$ cat src/hw/qpr_pkg.sv
// Package with constants and carrier types for the quadrature regenerator.
package qpr_pkg;

    localparam int PPR_W = 22;
    localparam int DEN_W = 24;
    localparam int ACC_W = 26;
    localparam logic [PPR_W-1:0] PPR_MIN = 22'h000001;
    localparam logic [PPR_W-1:0] PPR_MAX = 22'h200000;
    localparam logic [DEN_W-1:0] DEN_MAX = 24'h800000;
    localparam logic [PPR_W-1:0] PPR_RST = 22'h000400;
    localparam logic [DEN_W-1:0] ENC_RES_RST = 24'h000400;

    // Output rate limit: 4 Mpps after four-times count at 100 MHz clock.
    localparam int CLK_HZ = 100000000;
    localparam int MAX_PPS = 4000000;
    localparam int MIN_STEP_CYC = (CLK_HZ + MAX_PPS - 1) / MAX_PPS;
    localparam logic [4:0] STEP_CYC = 5'(MIN_STEP_CYC);
    localparam logic [3:0] BACKLOG_MAX = 4'hF;

    localparam logic [1:0] SRC_ENC_NORM = 2'h0;
    localparam logic [1:0] SRC_ENC_INV = 2'h1;
    localparam logic [1:0] SRC_EXT_NORM = 2'h2;
    localparam logic [1:0] SRC_EXT_INV = 2'h3;

    localparam logic [15:0] FAULT_CODE = 16'h0280;

    // Avalon-MM register byte addresses.
    localparam logic [5:0] REG_PPR = 6'h00;
    localparam logic [5:0] REG_DEN = 6'h04;
    localparam logic [5:0] REG_CTRL = 6'h08;
    localparam logic [5:0] REG_ENCRES = 6'h0C;
    localparam logic [5:0] REG_STAT = 6'h10;
    localparam logic [5:0] REG_IRQ_ST = 6'h14;
    localparam logic [5:0] REG_IRQ_MASK = 6'h18;
    localparam logic [31:0] UNMAPPED_VAL = 32'hDEADBEEF;

    // Bit positions of the control register.
    localparam int CTRL_SRC_LSB = 0;
    localparam int CTRL_OSEL = 2;
    localparam int CTRL_PASS = 3;
    localparam int CTRL_LIMEN = 4;
    localparam int CTRL_POL = 5;

    typedef struct packed {
        logic [1:0] b_logic_source_select;
        logic output_terminal_select;
        logic scale_passthrough_select;
        logic regen_limit_detect_enable;
    } qpr_cfg_t;

    typedef struct packed {
        logic step;
        logic dir;
    } qpr_step_t;

    typedef enum logic [2:0] {
        ST_IDLE = 3'b001,
        ST_RUN = 3'b010,
        ST_FAULT = 3'b100
    } qpr_state_t;

endpackage : qpr_pkg

$ cat src/hw/qpr_regen.sv
// Quadrature pulse regenerator with Avalon-MM configuration registers.
//
// Behaviour
// (RL1) Output configured pulses per revolution per channel.
// (RL2) Nonzero denominator scales by ppr over denominator.
// (RL3) Encoder, zero denominator: exact ppr, capped.
// (RL4) Scale source, zero denominator: one-to-one.
// (RL5) Fractional output never finer than encoder.
// (RL6) Decode source and B-phase logic codes 0-3.
// (RL7) Inverted B reverses B/A phase relation.
// (RL8) Encoder forced unless scale control mode active.
// (RL9) Host picks scale codes only when allowed.
// (RL10) Terminal select: regen pulses or compare output.
// (RL11) Parallel scale: forward or regenerate A/B.
// (RL12) Enabled limit detection raises fault 28.0.
// (RL13) Fault on output limit, not max frequency.
// (RL14) Correct output only up to 4 Mpps.
// (RL15) Polarity latched at power-on only.
// (RL16) No index phase output.
// (RL17) Gray-code A/B advance per scaled count.
//
// Decided for this implementation: the register addresses and the Avalon-MM interface to the registers.
`timescale 1ns/1ps

module qpr_regen
    import qpr_pkg::*;
(
    // Clock and reset.
    input wire logic CLK,
    input wire logic SYS_RST,
    // Avalon-MM slave.
    input wire logic [5:0] AVS_ADDRESS,
    input wire logic AVS_READ,
    input wire logic AVS_WRITE,
    input wire logic [31:0] AVS_WRITEDATA,
    input wire logic [3:0] AVS_BYTEENABLE,
    output logic [31:0] AVS_READDATA,
    output logic AVS_WAITREQUEST,
    output logic [1:0] AVS_RESPONSE,
    // Position sources: one-cycle count strobes with direction, and the scale A/B phases.
    input wire logic ENC_STEP,
    input wire logic ENC_DIR,
    input wire logic SCALE_STEP,
    input wire logic SCALE_DIR,
    input wire logic SCALE_A,
    input wire logic SCALE_B,
    // Control mode, power-on polarity and compare A/B inputs.
    input wire logic FULL_CLOSED,
    input wire logic SEMI_SCALE_MON,
    input wire logic POLARITY_IN,
    input wire logic COMPARE_A,
    input wire logic COMPARE_B,
    // Outputs.
    output logic PHASE_A_OUT,
    output logic PHASE_B_OUT,
    output logic REGEN_LIMIT_FAULT,
    output logic IRQ
);

    logic [PPR_W-1:0] ppr_q;
    logic [DEN_W-1:0] den_q;
    logic [DEN_W-1:0] encres_q;
    qpr_cfg_t cfg_q;
    logic pol_q, pol_taken_q;
    logic [1:0] irq_st_q, irq_mask_q;
    logic [ACC_W-1:0] acc_q;
    logic [3:0] backlog_q;
    logic backlog_dir_q;
    logic [4:0] gap_q;
    logic [1:0] gray_q;
    logic fault_q;
    qpr_state_t state_q;
    logic ack_q;
    logic [31:0] rdata_q;
    logic [1:0] resp_q;
    logic a_q, b_q;
    logic wait_q;
    logic irq_q;
    qpr_cfg_t cfg_wd;

    // Bus decode. A request is taken while no answer is pending and is
    // answered one cycle later. A write lands only on the answer edge,
    // the one edge at which the master counts the transfer as done.
    wire req = (AVS_READ | AVS_WRITE) & ~ack_q;
    wire wr = AVS_WRITE & ack_q;
    wire hit_ppr = AVS_ADDRESS == REG_PPR;
    wire hit_den = AVS_ADDRESS == REG_DEN;
    wire hit_ctrl = AVS_ADDRESS == REG_CTRL;
    wire hit_res = AVS_ADDRESS == REG_ENCRES;
    wire hit_stat = AVS_ADDRESS == REG_STAT;
    wire hit_ist = AVS_ADDRESS == REG_IRQ_ST;
    wire hit_msk = AVS_ADDRESS == REG_IRQ_MASK;
    wire mapped = hit_ppr | hit_den | hit_ctrl | hit_res | hit_stat |
        hit_ist | hit_msk;
    wire wr_all = wr & (&AVS_BYTEENABLE);
    wire [PPR_W-1:0] wd_ppr = AVS_WRITEDATA[PPR_W-1:0];
    wire [DEN_W-1:0] wd_den = AVS_WRITEDATA[DEN_W-1:0];
    // Out-of-range settings are refused so the ratio always stays defined.
    wire ppr_ok = wd_ppr >= PPR_MIN && wd_ppr <= PPR_MAX;
    wire den_ok = wd_den <= DEN_MAX;
    wire res_ok = wd_den != '0;

    // Control fields are picked by bit position, because the member order
    // of the struct differs from the bit order of the register.
    assign cfg_wd = {AVS_WRITEDATA[CTRL_SRC_LSB+1:CTRL_SRC_LSB],
        AVS_WRITEDATA[CTRL_OSEL],
        AVS_WRITEDATA[CTRL_PASS],
        AVS_WRITEDATA[CTRL_LIMEN]};

    // Readback words, laid out like the write side of each register.
    wire [31:0] ctrl_word = 32'({pol_q,
        cfg_q.regen_limit_detect_enable,
        cfg_q.scale_passthrough_select,
        cfg_q.output_terminal_select,
        cfg_q.b_logic_source_select});
    wire [31:0] stat_word = {FAULT_CODE & {16{fault_q}}, 8'h00,
        5'(state_q), gray_q, fault_q};
    wire [31:0] rd_mux =
        hit_ppr ? 32'(ppr_q) :
        hit_den ? 32'(den_q) :
        hit_ctrl ? ctrl_word :
        hit_res ? 32'(encres_q) :
        hit_stat ? stat_word :
        hit_ist ? 32'(irq_st_q) :
        hit_msk ? 32'(irq_mask_q) : UNMAPPED_VAL;

    // Source choice; scale only when a scale control mode is active.
    wire scale_ok = FULL_CLOSED | SEMI_SCALE_MON; // see (RL8) (RL9)
    wire use_scale = scale_ok & cfg_q.b_logic_source_select[1]; // see (RL6)
    wire b_inv = cfg_q.b_logic_source_select[0]; // see (RL6)
    wire passthru = use_scale & ~cfg_q.scale_passthrough_select; // see (RL11)
    // Power-on polarity flips the counting direction of the source.
    wire src_step = use_scale ? SCALE_STEP : ENC_STEP;
    wire src_dir = (use_scale ? SCALE_DIR : ENC_DIR) ^ pol_q; // see (RL15)

    // Ratio selection. Encoder with zero denominator: ppr over encoder
    // resolution; scale with zero denominator: 1:1; else ppr over den.
    wire den_zero = den_q == '0;
    wire [ACC_W-1:0] num_raw = den_zero ?
        (use_scale ? ACC_W'(1) : ACC_W'(ppr_q)) :
        ACC_W'(ppr_q); // see (RL1) (RL2) (RL3) (RL4)
    wire [ACC_W-1:0] den_sel = den_zero ?
        (use_scale ? ACC_W'(1) : ACC_W'(encres_q)) :
        ACC_W'(den_q); // see (RL2)
    // A ratio above one would create pulses finer than the source.
    wire [ACC_W-1:0] num_sel = (num_raw > den_sel) ?
        den_sel : num_raw; // see (RL3) (RL5)

    // Accumulator: reaching or passing the denominator yields one output count.
    wire [ACC_W:0] acc_sum = {1'b0, acc_q} + {1'b0, num_sel};
    wire acc_ovf = src_step & (acc_sum >= {1'b0, den_sel}); // see (RL2)
    wire [ACC_W-1:0] acc_d = !src_step ? acc_q :
        acc_ovf ? ACC_W'(acc_sum - {1'b0, den_sel}) : acc_sum[ACC_W-1:0];
    wire scaled = acc_ovf & ~passthru;
    wire sdir = src_dir;

    // Backlog of counts waiting for the 4 Mpps output spacing.
    wire can_emit = (gap_q == '0) && (backlog_q != '0);
    wire same_dir = backlog_q == '0 || backlog_dir_q == sdir;
    wire cancel = scaled & ~same_dir;
    wire add = scaled & same_dir;
    wire limit_hit = add & (backlog_q == BACKLOG_MAX) & ~can_emit;
    // A count that meets a full backlog is dropped whether or not the
    // fault is enabled; the host then loses position, which is what the
    // fault is there to report.
    wire backlog_inc = add & ~can_emit & ~limit_hit;
    wire backlog_dec = cancel | (~add & can_emit);
    wire [3:0] backlog_d = backlog_inc ? backlog_q + 4'h1 :
        backlog_dec ? backlog_q - 4'h1 : backlog_q;
    wire fault_set = limit_hit &
        cfg_q.regen_limit_detect_enable; // see (RL12) (RL13)
    wire [1:0] gray_next = backlog_dir_q ?
        {gray_q[0], ~gray_q[1]} : {~gray_q[0], gray_q[1]}; // see (RL17)
    wire emit = can_emit & ~cancel;

    // Terminal mux; index phase is never produced.
    wire regen_b = gray_q[0] ^ b_inv; // see (RL7) (RL16)
    wire a_d = cfg_q.output_terminal_select ? COMPARE_A :
        passthru ? SCALE_A : gray_q[1]; // see (RL10) (RL11)
    wire b_d = cfg_q.output_terminal_select ? COMPARE_B :
        passthru ? SCALE_B ^ b_inv : regen_b; // see (RL10) (RL7)
    wire [1:0] ev = {fault_set, emit};
    wire [1:0] w1c = (wr_all & hit_ist) ? AVS_WRITEDATA[1:0] : 2'h0;
    wire [1:0] irq_st_d = (irq_st_q & ~w1c) | ev;
    wire [1:0] irq_mask_d = (wr_all & hit_msk) ? AVS_WRITEDATA[1:0] :
        irq_mask_q;
    // The interrupt is built from next-state values, so the flop on the
    // pin adds no cycle of delay behind status and mask.
    wire irq_d = |(irq_st_d & irq_mask_d);

    always_ff @(posedge CLK) begin
        if (SYS_RST) begin
            ppr_q <= PPR_RST;
            den_q <= '0;
            encres_q <= ENC_RES_RST;
            cfg_q <= '0;
            irq_mask_q <= '0;
        end else if (wr_all) begin
            if (hit_ppr && ppr_ok) ppr_q <= wd_ppr;
            if (hit_den && den_ok) den_q <= wd_den;
            if (hit_res && res_ok) encres_q <= wd_den;
            if (hit_ctrl) cfg_q <= cfg_wd;
            if (hit_msk) irq_mask_q <= AVS_WRITEDATA[1:0];
        end
    end

    // Polarity caught once after reset release, then frozen.
    always_ff @(posedge CLK) begin
        if (SYS_RST) begin
            pol_q <= 1'b0;
            pol_taken_q <= 1'b0;
        end else if (!pol_taken_q) begin
            pol_q <= POLARITY_IN; // see (RL15)
            pol_taken_q <= 1'b1;
        end
    end

    always_ff @(posedge CLK) begin
        if (SYS_RST) begin
            acc_q <= '0;
            backlog_q <= '0;
            backlog_dir_q <= 1'b0;
            gap_q <= '0;
            gray_q <= '0;
        end else begin
            acc_q <= acc_d;
            backlog_q <= backlog_d;
            if (add && backlog_q == '0) backlog_dir_q <= sdir;
            gap_q <= emit ? STEP_CYC - 5'h1 :
                (gap_q != '0 ? gap_q - 5'h1 : gap_q); // see (RL14)
            if (emit) gray_q <= gray_next;
        end
    end

    // Fault is sticky until reset; status bits are write-one-to-clear
    // and a simultaneous event wins over the clear.
    always_ff @(posedge CLK) begin
        if (SYS_RST) begin
            fault_q <= 1'b0;
            state_q <= ST_IDLE;
            irq_st_q <= '0;
        end else begin
            if (fault_set) fault_q <= 1'b1; // see (RL12)
            irq_st_q <= irq_st_d;
            unique case (state_q)
                ST_IDLE: begin
                    if (fault_set) state_q <= ST_FAULT;
                    else if (backlog_q != '0) state_q <= ST_RUN;
                end
                ST_RUN: begin
                    if (fault_set) state_q <= ST_FAULT;
                    else if (backlog_q == '0) state_q <= ST_IDLE;
                end
                ST_FAULT: state_q <= ST_FAULT;
            endcase
        end
    end

    always_ff @(posedge CLK) begin
        if (SYS_RST) begin
            ack_q <= 1'b0;
            rdata_q <= '0;
            resp_q <= 2'h0;
            a_q <= 1'b0;
            b_q <= 1'b0;
            wait_q <= 1'b1;
            irq_q <= 1'b0;
        end else begin
            ack_q <= req;
            wait_q <= ~req;
            irq_q <= irq_d;
            rdata_q <= rd_mux;
            resp_q <= mapped ? 2'h0 : 2'h2;
            a_q <= a_d;
            b_q <= b_d;
        end
    end

    assign AVS_WAITREQUEST = wait_q;
    assign AVS_READDATA = rdata_q;
    assign AVS_RESPONSE = resp_q;
    assign PHASE_A_OUT = a_q;
    assign PHASE_B_OUT = b_q;
    assign REGEN_LIMIT_FAULT = fault_q;
    assign IRQ = irq_q;

endmodule : qpr_regen

$ cat config.mk
export PLATFORM = sky130hd
export DESIGN_NAME = qpr_regen
export DESIGN_NICKNAME = d
export VERILOG_FILES = /design/src/hw/qpr_pkg.sv /design/src/hw/qpr_regen.sv
export SDC_FILE = /design/constraint.sdc
export NUM_CORES = 1
export LEC_CHECK = 0
export ABC_AREA = 1
export BUFFER_PORTS_ARGS = -buffer_cell sky130_fd_sc_hd__buf_4
export CAP_MARGIN = 20
export CORE_AREA = 2 2 167 104
export DETAILED_ROUTE_END_ITERATION = 6
export DIE_AREA = 0 0 169 106
export GPL_ROUTABILITY_DRIVEN = 0
export PLACE_DENSITY_LB_ADDON = 0.1
export SLEW_MARGIN = 5
export SYNTH_ARGS = -nofsm -noshare
export SYNTH_HDL_FRONTEND = slang
export SYNTH_SLANG_ARGS = --single-unit
$ cat constraint.sdc
create_clock -name CLK -period 17.14 [get_ports CLK]
set_clock_uncertainty 0.15 [all_clocks]
set_input_delay 1.714 -clock CLK [delete_from_list [all_inputs] [get_ports CLK]]
set_output_delay 1.714 -clock CLK [all_outputs]
set_load 0.05 [all_outputs]
# After elaboration in Yosys (flattened, before gate mapping)
# Cells that the tools add are included.
totals:
  word_cells: 158
  out_inout_bits: 39
  in_bits: 57
  ff_bits: 162
op_classes:
  reduce_logical: 28
  order_cmp: 5
  n_eq_ne: 13
  n_mux: 33
  n_bitwise: 45
  add_sub_neg: 5
op_table:
  columns: ["op", "count"]
  rows:
  - ["2-to-1 mux 24 bit", 6]
  - ["2-to-1 mux 26 bit", 3]
  - ["2-to-1 mux 22 bit", 3]
  - ["2-to-1 mux 32 bit", 1]
  - ["adder 26 x 24 -> 27 bit", 1]
  - ["greater-or-equal comparator 27 x 24 -> 1 bit", 1]
  - ["subtractor 26 x 24 -> 26 bit", 1]
  - ["greater-than comparator 22 x 24 -> 1 bit", 1]
  - ["less-or-equal comparator 24 bit, second input constant", 1]
  - ["logical NOT 24 bit", 1]
  - ["nonzero test 24 bit", 1]
  - ["greater-or-equal comparator 22 x 1 -> 1 bit, second input constant", 1]
  - ["less-or-equal comparator 22 bit, second input constant", 1]
  - ["bitwise AND 1 bit", 18]
  - ["== test 6 x 5 -> 1 bit, second input constant", 3]
  - ["== test 6 x 4 -> 1 bit, second input constant", 2]
  - ["2-to-1 mux 3 bit", 4]
  - ["AND reduction 2 bit", 6]
  - ["inverter 1 bit", 11]
  - ["2-to-1 mux 5 bit", 2]
  - ["OR 1 bit", 9]
  - ["one-hot mux 3 bit (3 select lines)", 1]
  - ["2-to-1 mux 2 bit", 4]
  - ["2-to-1 mux 4 bit", 2]
  - ["other kinds (27)", 45]

# Longest topological paths before layout
depth:
  depth_word: 17
  mapped_depth: 51
  mapped_depth_nobuf: 49

# Worst setup path after synthesis
# No wires, ideal clock.
synth_path:
  kind: "input-to-reg"
  from: "in SEMI_SCALE_MON"
  to: "reg backlog_q[3]"
  setup_slack_ns: 8.774
  n_path_buf: 3
  cell_stages: 44
  setup_time_ns: 0.115
  arrival_time_ns: 8.101
  path_cell_list: "nor2_1 -> nor2_4 -> inv_2 -> clkbuf_1 -> clkbuf_1 -> a31oi_1 -> ha_1 -> nand3_1 -> o211ai_1 -> a21oi_1 -> o311ai_2 -> nand2_1 -> buf_2 -> nand2_1 -> o21ai_0 -> ha_1 -> nand2_1 -> nor2_1 -> (+8 left out) -> ha_1 -> nand2_1 -> nor2_1 -> inv_1 -> nor3_2 -> nand3_2 -> nand3_4 -> nand3_4 -> nor2_4 -> nand2_2 -> ha_1 -> a21oi_1 -> nand2_1 -> o21bai_1 -> nand2_1 -> nand3_1 -> nand2_1 -> nor2_1"
synth_via:
  elab_chain_cells: 16
  elab_cells_between_ends: 32
  cone_classes: "1 x add/sub; 2 x order compare; 1 x eq/ne; 8 x mux; 18 x bitwise; 2 x reduce/logical"
synth_lines:
  columns: ["element", "line", "text"]
  rows:
  - ["start, declared", "qpr_regen.sv:49", "input wire logic SEMI_SCALE_MON,"]
  - ["OR 1 bit (*)", "qpr_regen.sv:128", "wire scale_ok = FULL_CLOSED | SEMI_SCALE_MON;"]
  - ["bitwise AND 1 bit (*)", "qpr_regen.sv:129", "wire use_scale = scale_ok & cfg_q.b_logic_source_select[1];"]
  - ["2-to-1 mux 22 bit / 2-to-1 mux 24 bit (equally long branches)", "qpr_regen.sv:140, qpr_regen.sv:143", null]
  - ["2-to-1 mux 22 bit / 2-to-1 mux 24 bit (equally long branches)", "qpr_regen.sv:139, qpr_regen.sv:142", null]
  - ["greater-than comparator 22 x 24 -> 1 bit", "qpr_regen.sv:146", "wire [ACC_W-1:0] num_sel = (num_raw > den_sel) ?"]
  - ["2-to-1 mux 24 bit", "qpr_regen.sv:146", null]
  - ["adder 26 x 24 -> 27 bit", "qpr_regen.sv:150", "wire [ACC_W:0] acc_sum = {1'b0, acc_q} + {1'b0, num_sel};"]
  - ["greater-or-equal comparator 27 x 24 -> 1 bit", "qpr_regen.sv:151", "wire acc_ovf = src_step & (acc_sum >= {1'b0, den_sel});"]
  - ["bitwise AND 1 bit", "qpr_regen.sv:151", null]
  - ["bitwise AND 1 bit", "qpr_regen.sv:154", "wire scaled = acc_ovf & ~passthru;"]
  - ["bitwise AND 1 bit", "qpr_regen.sv:161", "wire add = scaled & same_dir;"]
  - ["bitwise AND 1 bit (2 in series)", "qpr_regen.sv:162", "wire limit_hit = add & (backlog_q == BACKLOG_MAX) & ~can_emit;"]
  - ["inverter 1 bit", "qpr_regen.sv:166", "wire backlog_inc = add & ~can_emit & ~limit_hit;"]
  - ["bitwise AND 1 bit", "qpr_regen.sv:166", null]
  - ["2-to-1 mux 4 bit / nonzero test 2 bit (equally long branches)", null, null]
  - ["end signal, assigned", "qpr_regen.sv:227", "backlog_q <= backlog_d;"]
  - ["end, declared", "qpr_regen.sv:67", "logic [3:0] backlog_q;"]
# Every way passes the cells marked *; elsewhere a longest branch is shown, timed or not.
# A chain may end at the register's enable or synchronous reset.

# Final worst setup path
# Same ends and word-level chain as after synthesis.

==> run_results.csv <==
group,metric,value,unit
run_status,status,"completed",
yosys,synth_xor_area_share,3.928,%
drt,remaining_drc_errors,0,
clocking,clkLatencyLatePin,440,ps
yosys,synth_compound_area_share,21.44,%
job,maxCapViolCount,0,
yosys,synth_warnings,0,
clocking,cts.repair.resized,0,
yosys,syn_area,10480,µm²
global_route,grt_pass1_wl,50.76,mm
yosys,synth.avg_cell_area,6.633,µm²
drt,via_per_inst,5.919,
yosys,seq_area_frac_synth,29.61,%
drt,wl_met3,3.711,mm
yosys,synth_cells,1580,
yosys,synth-edff-count,0,
clocking,cts_buffers,17,
clocking,htree_num_levels,4,
yosys,synth_seq_cells,155,
critical_path,cp.required,17320,ps
global_route,grt_overflow,0,
critical_path,critPathMaxStageDelay,470,ps
clocking,cts_tree,"done",
drt,wl_met1,14.75,mm
yosys,synthSimpleGateAreaFrac,25.23,%
sta,fin_crit,9962,ps
critical_path,timing_worst_setup_path_type,"in -> reg",
global_route,grt_pass1_vias,9945,
yosys,yosys.cell_count.top_type,"nand2_1",
place,portBuffers,84,
yosys,yosys.area.top_type,"dfxtp_1",
yosys,synth_mux_area_share,0.09551,%
drt,drt_pass1_iterations,5,
clocking,cts_hold_buffers,0,
power,ir_drop,0.0001057,V
critical_path,crit_top_cell,"nand2_1",
sta,setup_violations,0,
sta,finalMaxSlewViolations,0,
cells_and_area,area_growth,12.49,%
power,p_per_area,130.9,nW/µm²
clocking,cts_sinks,155,
critical_path,worstSetupStartpointType,"input port",
sta,max_freq,100.4,MHz
drt,vias,11030,
floorplan,start_util,63.23,%
hold_path,hold_path_class,"reg -> reg",
yosys,synthAdderAreaFrac,9.050,%
floorplan,rows,37,
drt,wl_per_cell,17.16,µm
yosys,synthTopCellsByArea,"dfxtp_1 30%, nand2_1 12%, ha_1 8.5%, inv_1 7.7%, o21ai_0 7.1%",
sta,rsz0062_at_grt,"false",
drt,wl_met2,12.73,mm
clocking,ctsLongestPathBuffers,2,
cells_and_area,antenna-diode-count,0,
sta,report.final.hold_viol_count,0,
critical_path,crit_slowest_cell,"o21ai_0",
global_route,grt_use_total,36.18,%
global_route,grt_max_degree,74,
floorplan,die_area,17910,µm²
floorplan,coreArea,16570,µm²
power,leakagePower,5.713,nW
clocking,clkTransAtPathRegs,70,ps
sta,period_share,58.12,%
place,dpl.hpwl,23.47,mm
yosys,synth_common_cells,"323 x nand2_1, 216 x inv_1, 164 x nor2_1",
yosys,synthArstFlopShare,0,%
critical_path,cp.arrival,10140,ps
clocking,post_cts_buffers,0,
drt,postRouteAntennaNets,0,
floorplan,die_x,169,µm
drt,drt_iter0_markers,1414,
cells_and_area,final_nets,1767,
drt,routed.top_layer,"met4",
yosys,synth_ff_type,"dfxtp_1",
sta,worstMarginPinSlew,1044,ps
sta,tns,0,ps
yosys,synth_top_area_share,29.61,%
clocking,clockRootBuffer,"clkbuf_16",
drt,routed_wl,31.97,mm
floorplan,dieHeight,106,µm
sta,hold_slack,286.9,ps
sta,slew_headroom,30.13,%
yosys,yosysUniqueCellTypes,57,
cells_and_area,fill_cells,1406,
floorplan,io_pins,96,
yosys,synth_top_family_by_area,"simple AND/OR/NAND/NOR gates",
critical_path,worstPathMaxFanout,28,
global_route,antenna_found_initial,0,
critical_path,endpoint_kind,"flop",
cells_and_area,drive_gt1_share,10.31,%
==> path summary, 6_finish.rpt <==
check / endpoint / depth (start not counted) / from / slack (ps)
hold / removal: pol_q / 1 / pol_taken_q / 290
setup reg to reg: backlog_q[3] / 44 / den_q[16] / 7500
setup / recovery: backlog_q[3] / 41 / SEMI_SCALE_MON / 7180
hold reg to reg: pol_q / 1 / pol_taken_q / 290
==> state kept, by name, summed over array words and instances (netlist names), 2 cells and up <==
name	cells
AVS_READDATA	26
acc_q	26
backlog_q	4
cfg_q	4
den_q	24
encres_q	24
gap_q	5
gray_q	2
irq_mask_q	2
irq_st_q	2
ppr_q	22
state_q	3
==> final cells by class <==
type                       instances  area, µm²  area share [%]
inverter                         225      844.6           7.164
sequential                       155       3103           26.32
clock buffer                      20      446.7           3.789
clock inverter                    12      137.6           1.167
tap                              214      267.8           2.271
multi-input combinational       1144       6291           53.36
timing repair buffer              93      698.2           5.922
==> worst max-delay path: cells and delay by family <==
| family | cells | cell delay [ps] |
|---|---|---|
| buffers and inverters | 4 | 730 |
| AO/OA/AOI/OAI | 12 | 3030 |
| AND/OR/NAND/NOR | 20 | 2940 |
| adder cells (fa/ha/maj) | 4 | 1500 |
| XOR/XNOR | 1 | 180 |
==> layer usage <==
| metal | vias to the layer above | GRT usage [%] |
|---|---|---|
| met5 | - | 0 |
| met1 | 5034 | 52.99 |
| met3 | 72 | 8.898 |
| met4 | 0 | 11.11 |
| met2 | 602 | 52.22 |
| li1 | 5320 | - |
==> kinds of logic (layout without fill, tap and decap cells) <==
family	count (synthesis)	after routing
and+or+nand+nor	621	621
AOI/OAI and AO/OA	396	396
buffers and inverters	285	350
DFF	155	155
adders and majority gates	74	74
xor gates and xnor gates	47	47
other	1	5
muxes	1	1
==> through the flow <==
stage | area [µm²] | worst slack, ps | power (mW) | utilization (%) | instances
floorplan | 10500 | 8774 | 0.9784 | - | 1584
global placement | 11200 | 7365 | 1.115 | 67.61 | 1831
detailed placement | 11200 | 7064 | 1.134 | 67.61 | 1831
CTS | 11790 | 7469 | 1.521 | 71.13 | 1863
global route | 11790 | 6649 | 1.637 | 71.13 | 1863
finish | 11790 | 7178 | 1.543 | 71.13 | 1863
==> report_power, final <==
part / switching [mW] / internal (mW) / total, mW
Sequential: 0.0295 / 0.401 / 0.430
Combinational: 0.474 / 0.253 / 0.727
Clock: 0.166 / 0.220 / 0.386
==> cells in the final DEF, fill, tap and decap left out, drive strengths merged, types with 2 or more instances in the layout <==
cell type	Yosys	final
a21oi	140	140
bufinv	0	2
xor2	21	21
a31oi	21	21
buf	18	93
ha	71	71
a221oi	12	12
o21bai	8	8
nor4	8	8
fa	3	3
clkinvlp	0	5
conb	1	5
clkbuf	42	20
clkinv	2	3
nor2	172	172
or2	2	2
o21ai	159	159
o211ai	25	25
a21o	2	2
a211oi	8	8
a22oi	5	5
nand4	17	17
inv	223	227
nand3b	2	2
xnor2	26	26
dfxtp	155	155
nor3	15	15
nand2	333	333
nand3	71	71
o22ai	5	5
a31o	2	2
(Power assumes the default switching activity.)
